--- src/verilog/aeo_regs.svh ---
// register offsets, field positions, reset values and timing counts
// of the angle encoder output block; definitions only.
// Overview of operation
// - ccw rotation: B leads A by quarter cycle
// - cw rotation: A leads B, one step
// - hold A/B/Z blocked 16 ms after reset
// - 3-bit index width select, eight codes
// - one index pulse per turn at zero
// - 12-bit zero offset, high and low parts
// - resolution 1 to 4096 pulses, 12-bit field
// - top setting gives 16384 quadrature steps
// - differential mode drives complements on U/V/W
// - U, V, W shifted 120 electrical degrees
// - commutation cycles per turn equal code plus one
// - PWM duty tracks value, default pin function
// - frame of 4119 PWM clocks, 12-bit value
// - PWM clock 250 ns by default; the divider gives 13 clocks, 260 ns
// - 1-bit select picks PWM clock period
// - 2-bit select: angle, velocity or radius
`ifndef AEO_REGS_SVH
`define AEO_REGS_SVH

`define AEO_REG_ZERO_HI 4'h0
`define AEO_REG_ZERO_LO 4'h1
`define AEO_REG_RES_HI 4'h2
`define AEO_REG_RES_LO 4'h3
`define AEO_REG_CFG 4'h4
`define AEO_REG_POLE 4'h5
`define AEO_REG_STATUS 4'h6
`define AEO_REG_ANGLE 4'h7

`define AEO_CFG_ZW_LSB 0
`define AEO_CFG_DIFF_BIT 3
`define AEO_CFG_PWMF_BIT 4
`define AEO_CFG_SEL_LSB 5

`define AEO_RST_ZERO 12'h000
`define AEO_RST_RES 12'hfff
`define AEO_RST_CFG 8'h00
`define AEO_RST_POLE 4'h0

`define AEO_CLK_NS 20
`define AEO_STARTUP_MS 16
`define AEO_STARTUP_CYC (`AEO_STARTUP_MS * 1000000 / `AEO_CLK_NS)
`define AEO_PWM_FAST_NS 250
`define AEO_PWM_SLOW_NS 500
`define AEO_PWM_FAST_CYC ((`AEO_PWM_FAST_NS + `AEO_CLK_NS - 1) / `AEO_CLK_NS)
`define AEO_PWM_SLOW_CYC ((`AEO_PWM_SLOW_NS + `AEO_CLK_NS - 1) / `AEO_CLK_NS)
`define AEO_PWM_FRAME 4119
`define AEO_PWM_HEAD 16

`endif

--- src/verilog/aeo_pkg.sv ---
// types shared by the angle encoder output block.
// assumes nothing of its surroundings.
package aeo_pkg;
  typedef logic [17:0] aeo_angle_t;
  typedef logic [11:0] aeo_word_t;
  typedef enum logic [1:0] {ST_BLOCK = 2'h1, ST_RUN = 2'h2} aeo_start_e;
  typedef enum logic [1:0] {PWM_HIGH = 2'h1, PWM_LOW = 2'h2} aeo_pwm_e;
  typedef enum logic [1:0]
  {
    SRC_ANGLE = 2'h0,
    SRC_VEL = 2'h1,
    SRC_RADIUS = 2'h2,
    SRC_RSVD = 2'h3
  } aeo_src_e;
endpackage

--- src/verilog/aeo_link_if.sv ---
// link between the top of the block and its commutation and pwm parts.
// all users sit on the one block clock.
`timescale 1ns/100ps
interface aeo_link_if;
  logic [17:0] angle;
  logic [3:0] pole_code;
  logic [11:0] pwm_value;
  logic pwm_slow;
  logic u;
  logic v;
  logic w;
  logic pwm_level;
  modport mp_top(output angle, pole_code, pwm_value, pwm_slow,
                 input u, v, w, pwm_level);
  modport mp_uvw(input angle, pole_code, output u, v, w);
  modport mp_pwm(input pwm_value, pwm_slow, output pwm_level);
endinterface

--- src/verilog/aeo_top.sv ---
// angle encoder outputs: quadrature A/B with index Z, commutation
// U/V/W or differential complements, and a frame-coded pwm output.
// assumes the measured angle, velocity and radius arrive synchronous
// to clk_in, and that software writes the configuration registers.
`timescale 1ns/100ps
`include "aeo_regs.svh"
module aeo_top #(
  parameter int STARTUP_CYC = `AEO_STARTUP_CYC
)
(
  input wire logic clk_in,
  input wire logic rst_n_in,
  input wire aeo_pkg::aeo_angle_t angle_in,
  input wire aeo_pkg::aeo_word_t velocity_in,
  input wire aeo_pkg::aeo_word_t radius_in,
  input wire logic [3:0] reg_addr_in,
  input wire logic [7:0] reg_wdata_in,
  input wire logic reg_wr_in,
  input wire logic reg_rd_in,
  output logic [7:0] reg_rdata_out,
  output logic quad_a_out,
  output logic quad_b_out,
  output logic index_z_out,
  output logic pin_u_out,
  output logic pin_v_out,
  output logic pin_w_out,
  output logic pwm_out
);
  import aeo_pkg::*;

  // configuration registers
  logic [11:0] zero_offset_ff;
  logic [11:0] quad_resolution_ff;
  logic [7:0] cfg_ff;
  logic [3:0] commutation_pole_pairs_ff;

  // startup blocking
  aeo_start_e start_ff;
  logic [31:0] start_cnt_ff;

  // position datapath
  logic [17:0] corr_angle;
  logic [14:0] steps;
  logic [32:0] pos_full;
  logic [13:0] pos;
  logic [2:0] zw_code;
  logic diff_mode;
  logic pwm_slow;
  aeo_src_e src_sel;
  logic quad_a;
  logic quad_b;
  logic index_z;

  // registered pin state
  logic a_ff;
  logic b_ff;
  logic z_ff;
  logic u_ff;
  logic v_ff;
  logic w_ff;
  logic pwm_ff;
  logic [7:0] rdata_ff;

  aeo_link_if lnk ();

  // index width in steps; zero marks the half-turn code
  function automatic logic [4:0] zw_steps(input logic [2:0] code);
    case (code)
      3'h0: zw_steps = 5'h01;
      3'h1: zw_steps = 5'h02;
      3'h2: zw_steps = 5'h04;
      3'h3: zw_steps = 5'h08;
      3'h4: zw_steps = 5'h0c;
      3'h5: zw_steps = 5'h10;
      3'h6: zw_steps = 5'h00;
      default: zw_steps = 5'h01;
    endcase
  endfunction

  // gray sequence 00,10,11,01 as the step count rises
  function automatic logic [1:0] quad_ab(input logic [1:0] ph);
    case (ph)
      2'h0: quad_ab = 2'b00;
      2'h1: quad_ab = 2'b10;
      2'h2: quad_ab = 2'b11;
      2'h3: quad_ab = 2'b01;
      default: quad_ab = 2'b00;
    endcase
  endfunction

  // ---------------- register writes ----------------

  always_ff @(posedge clk_in)
  begin
    if (!rst_n_in)
      zero_offset_ff <= `AEO_RST_ZERO;
    else if (reg_wr_in && reg_addr_in == `AEO_REG_ZERO_HI)
      zero_offset_ff[11:8] <= reg_wdata_in[3:0];
    else if (reg_wr_in && reg_addr_in == `AEO_REG_ZERO_LO)
      zero_offset_ff[7:0] <= reg_wdata_in;
  end

  always_ff @(posedge clk_in)
  begin
    if (!rst_n_in)
      quad_resolution_ff <= `AEO_RST_RES;
    else if (reg_wr_in && reg_addr_in == `AEO_REG_RES_HI)
      quad_resolution_ff[11:8] <= reg_wdata_in[3:0];
    else if (reg_wr_in && reg_addr_in == `AEO_REG_RES_LO)
      quad_resolution_ff[7:0] <= reg_wdata_in;
  end

  // reset value selects angle on pwm, as the pin's default function
  always_ff @(posedge clk_in)
  begin
    if (!rst_n_in)
      cfg_ff <= `AEO_RST_CFG;
    else if (reg_wr_in && reg_addr_in == `AEO_REG_CFG)
      cfg_ff <= {1'b0, reg_wdata_in[6:0]};
  end

  always_ff @(posedge clk_in)
  begin
    if (!rst_n_in)
      commutation_pole_pairs_ff <= `AEO_RST_POLE;
    else if (reg_wr_in && reg_addr_in == `AEO_REG_POLE)
      commutation_pole_pairs_ff <= reg_wdata_in[3:0];
  end

  assign zw_code = cfg_ff[`AEO_CFG_ZW_LSB +: 3];
  assign diff_mode = cfg_ff[`AEO_CFG_DIFF_BIT];
  assign pwm_slow = cfg_ff[`AEO_CFG_PWMF_BIT];
  assign src_sel = aeo_src_e'(cfg_ff[`AEO_CFG_SEL_LSB +: 2]);

  // ---------------- register reads ----------------

  // data stands one cycle only; idle and unmapped reads give zero
  always_ff @(posedge clk_in)
  begin
    if (!rst_n_in || !reg_rd_in)
      rdata_ff <= 8'h00;
    else
    begin
      case (reg_addr_in)
        `AEO_REG_ZERO_HI: rdata_ff <= {4'h0, zero_offset_ff[11:8]};
        `AEO_REG_ZERO_LO: rdata_ff <= zero_offset_ff[7:0];
        `AEO_REG_RES_HI: rdata_ff <= {4'h0, quad_resolution_ff[11:8]};
        `AEO_REG_RES_LO: rdata_ff <= quad_resolution_ff[7:0];
        `AEO_REG_CFG: rdata_ff <= cfg_ff;
        `AEO_REG_POLE: rdata_ff <= {4'h0, commutation_pole_pairs_ff};
        `AEO_REG_STATUS:
          rdata_ff <= {1'b0, w_ff, v_ff, u_ff, pwm_ff, z_ff, b_ff,
                       start_ff == ST_RUN};
        `AEO_REG_ANGLE: rdata_ff <= corr_angle[17:10];
        default: rdata_ff <= 8'h00;
      endcase
    end
  end

  assign reg_rdata_out = rdata_ff;

  // ---------------- startup blocking ----------------

  always_ff @(posedge clk_in)
  begin
    if (!rst_n_in)
    begin
      start_ff <= ST_BLOCK;
      start_cnt_ff <= 32'h0000_0000;
    end
    else
    begin
      case (start_ff)
        ST_BLOCK:
          if (start_cnt_ff == 32'(STARTUP_CYC - 1))
            start_ff <= ST_RUN;
          else
            start_cnt_ff <= start_cnt_ff + 32'h0000_0001;
        ST_RUN:
          start_ff <= ST_RUN;
        default:
          start_ff <= ST_BLOCK;
      endcase
    end
  end

  // ---------------- quadrature and index ----------------

  // zero offset is 12 bits of a turn; it aligns to the angle's top bits
  assign corr_angle = angle_in - {zero_offset_ff, 6'h00};

  // four steps per pulse; 4096 pulses give 16384 steps
  assign steps = {1'b0, quad_resolution_ff, 2'b00} + 15'h0004;

  // scaling keeps step edges monotonic with the angle
  assign pos_full = corr_angle * steps;
  assign pos = pos_full[31:18];

  // rising steps give A before B; falling steps reverse it
  assign {quad_a, quad_b} = quad_ab(pos[1:0]);

  // pulse starts at step zero, so it appears once per turn
  always_comb
  begin
    if (zw_code == 3'h6)
      index_z = !corr_angle[17];
    else
      index_z = pos < {9'h000, zw_steps(zw_code)};
  end

  always_ff @(posedge clk_in)
  begin
    if (!rst_n_in || start_ff != ST_RUN)
    begin
      a_ff <= 1'b0;
      b_ff <= 1'b0;
      z_ff <= 1'b0;
    end
    else
    begin
      a_ff <= quad_a;
      b_ff <= quad_b;
      z_ff <= index_z;
    end
  end

  assign quad_a_out = a_ff;
  assign quad_b_out = b_ff;
  assign index_z_out = z_ff;

  // ---------------- commutation / differential pins ----------------

  assign lnk.angle = corr_angle;
  assign lnk.pole_code = commutation_pole_pairs_ff;

  aeo_uvw u_uvw
  (
    .lnk(lnk.mp_uvw)
  );

  // complements come from the blocked a/b/z, so a pair never disagrees
  always_ff @(posedge clk_in)
  begin
    if (!rst_n_in)
    begin
      u_ff <= 1'b0;
      v_ff <= 1'b0;
      w_ff <= 1'b0;
    end
    else if (diff_mode)
    begin
      u_ff <= !((start_ff == ST_RUN) && quad_a);
      v_ff <= !((start_ff == ST_RUN) && quad_b);
      w_ff <= !((start_ff == ST_RUN) && index_z);
    end
    else
    begin
      u_ff <= lnk.u;
      v_ff <= lnk.v;
      w_ff <= lnk.w;
    end
  end

  assign pin_u_out = u_ff;
  assign pin_v_out = v_ff;
  assign pin_w_out = w_ff;

  // ---------------- pwm ----------------

  // reserved code falls back to angle rather than a stuck output
  always_comb
  begin
    case (src_sel)
      SRC_ANGLE: lnk.pwm_value = corr_angle[17:6];
      SRC_VEL: lnk.pwm_value = velocity_in;
      SRC_RADIUS: lnk.pwm_value = radius_in;
      default: lnk.pwm_value = corr_angle[17:6];
    endcase
  end

  assign lnk.pwm_slow = pwm_slow;

  aeo_pwm #(
    .DIV_W(6)
  ) u_pwm
  (
    .clk_in(clk_in),
    .rst_n_in(rst_n_in),
    .lnk(lnk.mp_pwm)
  );

  always_ff @(posedge clk_in)
  begin
    if (!rst_n_in)
      pwm_ff <= 1'b0;
    else
      pwm_ff <= lnk.pwm_level;
  end

  assign pwm_out = pwm_ff;
endmodule

--- src/verilog/aeo_uvw.sv ---
// three-phase commutation decode from the zero-corrected angle.
// combinational; the top registers the phases before the pins.
`timescale 1ns/100ps
module aeo_uvw
(
  aeo_link_if.mp_uvw lnk
);
  import aeo_pkg::*;
  logic [4:0] pairs;
  logic [22:0] elec_full;
  logic [17:0] elec;
  logic [20:0] sect_full;
  logic [2:0] sector;
  logic [2:0] ph;

  assign pairs = {1'b0, lnk.pole_code} + 5'h01;
  assign elec_full = lnk.angle * pairs;
  assign elec = elec_full[17:0];
  assign sect_full = elec * 3'h6;
  assign sector = sect_full[20:18];

  // each phase high for three of six sectors, two sectors apart
  for (genvar k = 0; k < 3; k++)
  begin : g_ph
    localparam logic [2:0] S0 = 3'(2 * k);
    localparam logic [2:0] S1 = 3'(2 * k + 1);
    localparam logic [2:0] S2 = 3'((2 * k + 2) % 6);
    assign ph[k] = (sector == S0) || (sector == S1) || (sector == S2);
  end

  assign lnk.u = ph[0];
  assign lnk.v = ph[1];
  assign lnk.w = ph[2];
endmodule

--- src/verilog/aeo_pwm.sv ---
// pwm frame generator: head, value-long high part, low tail.
// value and period select come from the top over the link.
`timescale 1ns/100ps
`include "aeo_regs.svh"
module aeo_pwm #(
  parameter int DIV_W = 6
)
(
  input wire logic clk_in,
  input wire logic rst_n_in,
  aeo_link_if.mp_pwm lnk
);
  import aeo_pkg::*;
  localparam logic [DIV_W-1:0] FAST = DIV_W'(`AEO_PWM_FAST_CYC - 1);
  localparam logic [DIV_W-1:0] SLOW = DIV_W'(`AEO_PWM_SLOW_CYC - 1);
  localparam logic [12:0] LAST = 13'(`AEO_PWM_FRAME - 1);
  localparam logic [12:0] HEAD = 13'(`AEO_PWM_HEAD);
  logic [DIV_W-1:0] div_ff;
  logic tick;
  logic [12:0] cnt_ff;
  logic [12:0] nxt_cnt;
  logic [11:0] val_ff;
  aeo_pwm_e state_ff;

  assign tick = div_ff == (lnk.pwm_slow ? SLOW : FAST);
  assign nxt_cnt = (cnt_ff == LAST) ? 13'h0000 : cnt_ff + 13'h0001;

  always_ff @(posedge clk_in)
  begin
    if (!rst_n_in || tick)
      div_ff <= '0;
    else
      div_ff <= div_ff + DIV_W'(1);
  end

  always_ff @(posedge clk_in)
  begin
    if (!rst_n_in)
      cnt_ff <= 13'h0000;
    else if (tick)
      cnt_ff <= nxt_cnt;
  end

  // value held for the whole frame so the duty never tears mid-frame
  always_ff @(posedge clk_in)
  begin
    if (!rst_n_in)
      val_ff <= 12'h000;
    else if (tick && cnt_ff == LAST)
      val_ff <= lnk.pwm_value;
  end

  always_ff @(posedge clk_in)
  begin
    if (!rst_n_in)
      state_ff <= PWM_HIGH;
    else if (tick)
    begin
      case (state_ff)
        PWM_HIGH:
          if (nxt_cnt == HEAD + {1'b0, val_ff})
            state_ff <= PWM_LOW;
        PWM_LOW:
          if (nxt_cnt == 13'h0000)
            state_ff <= PWM_HIGH;
        default:
          state_ff <= PWM_HIGH;
      endcase
    end
  end

  assign lnk.pwm_level = state_ff == PWM_HIGH;
endmodule

--- config.mk ---
export PLATFORM = sky130hd
export DESIGN_NAME = aeo_top
export DESIGN_NICKNAME = d
export VERILOG_FILES = /design/src/verilog/aeo_pkg.sv /design/src/verilog/aeo_link_if.sv /design/src/verilog/aeo_top.sv /design/src/verilog/aeo_uvw.sv /design/src/verilog/aeo_pwm.sv
export VERILOG_INCLUDE_DIRS = /design/src /design/src/verilog
export SDC_FILE = /design/constraint.sdc
export NUM_CORES = 1
export LEC_CHECK = 0
export BUFFER_PORTS_ARGS = -buffer_cell sky130_fd_sc_hd__buf_2
export CAP_MARGIN = 20
export CELL_PAD_IN_SITES_DETAIL_PLACEMENT = 0
export CELL_PAD_IN_SITES_GLOBAL_PLACEMENT = 2
export CORE_MARGIN = 3
export CORE_UTILIZATION = 43
export CTS_CLUSTER_DIAMETER = 120
export DETAILED_ROUTE_END_ITERATION = 10
export PLACE_DENSITY = 0.95
export SYNTH_ARGS = -nofsm -noshare
export SYNTH_HDL_FRONTEND = slang
export SYNTH_SLANG_ARGS = --single-unit
--- constraint.sdc ---
create_clock -name clk_in -period 18.54 [get_ports clk_in]
set_input_delay 0 -clock clk_in [delete_from_list [all_inputs] [get_ports clk_in]]
set_output_delay 0 -clock clk_in [all_outputs]
set_load 0.02 [all_outputs]
==> qor.txt <==
status -> complete, no violations
Setup Viol. Count Final -> 0
fmax -> 108 MHz
post-detail-place hpwl -> 36000 um
clock buffer depth -> 2
final net count -> 2490
Worst setup EP type -> flop
Worst slew margin -> 30.9%
worst reg-to-reg path cell count -> 36
crit-path max FO -> 9
synthesized area -> 0.0168 mm2
slowest stage delay, CP -> 0.69 ns
fin crit period -> 9.28 ns
fraction of layout cells with a size suffix above 1 -> 7.82%
Unique masters post-synth -> 82
reg2reg setup slack -> 9.26 ns
first-pass GRT wire length -> 75700 um
Hold Path End -> reg_rdata_out[5]$_SDFF_PP0_
commonest non-fill, non-tap cell in the layout -> inv_1
H-tree levels -> 4
Yosys top cell by area -> fa_1
global route overflow -> 0
FP Rows -> 71
clk sinks -> 117
die area -> 0.0416 mm2
cell family with most CP delay -> adder cells
Worst VDD drop -> 0.142 mV
worst hold stages -> 3
Filler Cells Inserted -> 3707
worst-skew pair later-pin latency -> 0.42 ns
RR Endpoint -> pin_w_out$_SDFF_PN0_
starting density of the core -> 44.2%
Final period util -> 50.1%
clk slew on worst S/H paths -> 0.06 ns
total CTS buffers -> 17
area occupied by multi-input gates -> 0.0132 mm2
Synth Warn # -> 0
GRT Util Overall -> 22.7%
antenna diode count -> 0
vias in the first global route -> 14.2k
Seq/Total Area, Yosys -> 13.9%
final wirelength -> 45700 um
hold path startpoint -> reg_rd_in
Startpoint Class -> flop
fin util -> 48.2%
Die X -> 204 um
PwrDens -> 116 mW/mm2
antenna violations before repair -> 0
maxcap violations -> 0
synthesis-to-layout area growth -> 9.15%
Data arrival, critical path -> 9.60 ns
First-pass DRT Iterations -> 5
Async SR Flop Fraction -> 0%
core area -> 0.0381 mm2
Crit path required time -> 18.86 ns
CTS tree -> built
Die Y -> 204 um
Final Hold Fails -> 0
worst r2r src -> zero_offset_ff[0]$_SDFFE_PN0P_
commonest non-fill, non-tap cells in the layout -> inv_1, nand2_1, fa_1
Lkg Pwr -> 8.69 nW
wire per inst -> 17.7 um
Reg area -> 0.00234 mm2
critical path class -> flop to flop
vias -> 14.0k
Stages on worst setup path -> 36
initial DRC count -> 954
EDFF count, synth -> 0
Worst Skew -> 0.0133 ns
max-slew violations -> 0
# port buffers -> 72
Fin Setup TNS -> 0 ns
Yosys top cell area share -> 25.7%
CP max-delay cell -> xor2_1
WP buf/inv -> 6
largest net degree at the start of global routing -> 81
DR DRC count -> 0
Top Ports -> 73
Mapped Cells -> 2023
Placer Congestion -> 0.902
RSZ-0062 raised after global routing -> false
syn nets -> 2455
root buffer cell -> clkbuf_16
Worst Hold Class -> input port to flop
worst-margin pin slew -> 1.03 ns
Synth area leaders -> fa_1, dfxtp_1, ha_1, inv_1, nand2_1
ys flop type -> dfxtp_1
FF+latch count, synth -> 117
detailed-route vias per instance -> 5.44
syn avg cell area -> 8.32 um2
Routed Antenna Nets -> 0
==> cell usage after synthesis, drive strengths merged, types with 4 or more instances <==
cell type  count
xnor2         64
nand3b         5
nand3         52
nor2         212
and3          29
o32ai          4
inv          250
nor4           7
o21a          13
o2111ai        4
nand2b        34
a221oi        14
a21oi         78
mux2i         37
o21ai         54
xor2          57
or2            5
o211ai         5
o22ai          4
and4           4
fa           216
nor3b          6
mux2           5
nor2b         23
and2          59
nor3          28
a211oi        26
or4            4
nand4         18
or3           20
a22oi          5
a21o          12
clkbuf        87
dfxtp        117
nand2        245
ha           158
a31oi          9
==> repair_timing <==
item | in CTS | in global routing
resized for setup | 0 | 0
buffers inserted | 0 | 0
endpoints found under the setup margin | 0 | 0
endpoints found under the hold margin | 35 | 0
hold buffers | 8 | 0
==> power breakdown <==
| part | leakage [nW] | switching (mW) | internal, mW |
|---|---|---|---|
| sequential | 0.946 | 0.00610 | 0.257 |
| combinational | 7.45 | 0.904 | 0.620 |
| clock | 0.290 | 0.136 | 0.203 |
==> worst reg2reg max path: cells and delay by family (launching register included) <==
| kind | cells | cell delay [ns] |
|---|---|---|
| AND/OR/NAND/NOR | 8 | 1.36 |
| buffers and inverters | 6 | 0.33 |
| adder cells (fa/ha/maj) | 10 | 4.08 |
| flip-flops | 1 | 0.37 |
| XOR/XNOR | 2 | 0.78 |
| AO/OA/AOI/OAI | 10 | 2.27 |
==> metrics by stage <==
step,hold slack (ns),instance area (um2),total power [mW],cells,setup slack [ns]
2_1_floorplan,0.124,16800,1.40,2023,10.32
3_3_place_gp,0.258,17700,1.77,2541,9.51
3_5_place_dp,0.267,17700,1.79,2541,9.27
4_1_cts,0.000938,18400,2.15,2581,9.24
5_1_grt,0.0411,18400,2.37,2582,8.61
6_report,0.00620,18400,2.13,2582,9.26
==> area by class of cell <==
cell class / count / area share, %
Sequential cell: 117 / 12.7
Clock inverter: 14 / 0.919
Clock buffer: 18 / 2.34
Timing Repair Buffer: 106 / 3.46
Tap cell: 511 / 3.48
Inverter: 251 / 5.13
Multi-Input combinational cell: 1565 / 71.9
==> per-layer routing <==
metal,up-vias,wire length [um],track usage (%)
met5,-,0,0
met2,421,21300,36.6
li1,6679,-,-
met4,0,1090,6.07
met3,67,2680,3.11
met1,6871,20700,32.2
==> registers in the layout, summed over array words and instances (netlist names), 6 cells and up <==
register / count
cfg_ff: 7
quad_resolution_ff: 12
reg_rdata_out: 8
start_cnt_ff: 32
u_pwm.cnt_ff: 13
u_pwm.div_ff: 6
u_pwm.val_ff: 12
zero_offset_ff: 12
==> cells by family after synthesis <==
group	count (synthesis)	share of synthesized area, %
buffers and inverters	341	7.69
and+or+nand+nor	767	21.7
muxes	42	2.53
xor gates and xnor gates	123	6.58
adders and majority gates	374	37.4
AOI/OAI and AO/OA	259	10.2
DFF	117	13.9
==> how the worst max path moves through the flow <==
stage                              startpoint                   end  slack, ns
4_1_cts        zero_offset_ff[0]$_SDFFE_PN0P_  pin_w_out$_SDFF_PN0_       9.24
3_3_place_gp   zero_offset_ff[0]$_SDFFE_PN0P_  pin_w_out$_SDFF_PN0_       9.51
5_1_grt        zero_offset_ff[0]$_SDFFE_PN0P_  pin_w_out$_SDFF_PN0_       8.61
3_5_place_dp   zero_offset_ff[0]$_SDFFE_PN0P_  pin_w_out$_SDFF_PN0_       9.27
2_1_floorplan  zero_offset_ff[0]$_SDFFE_PN0P_  pin_w_out$_SDFF_PN0_      10.32
6_report       zero_offset_ff[0]$_SDFFE_PN0P_  pin_w_out$_SDFF_PN0_       9.26
(Power assumes the default switching activity.)
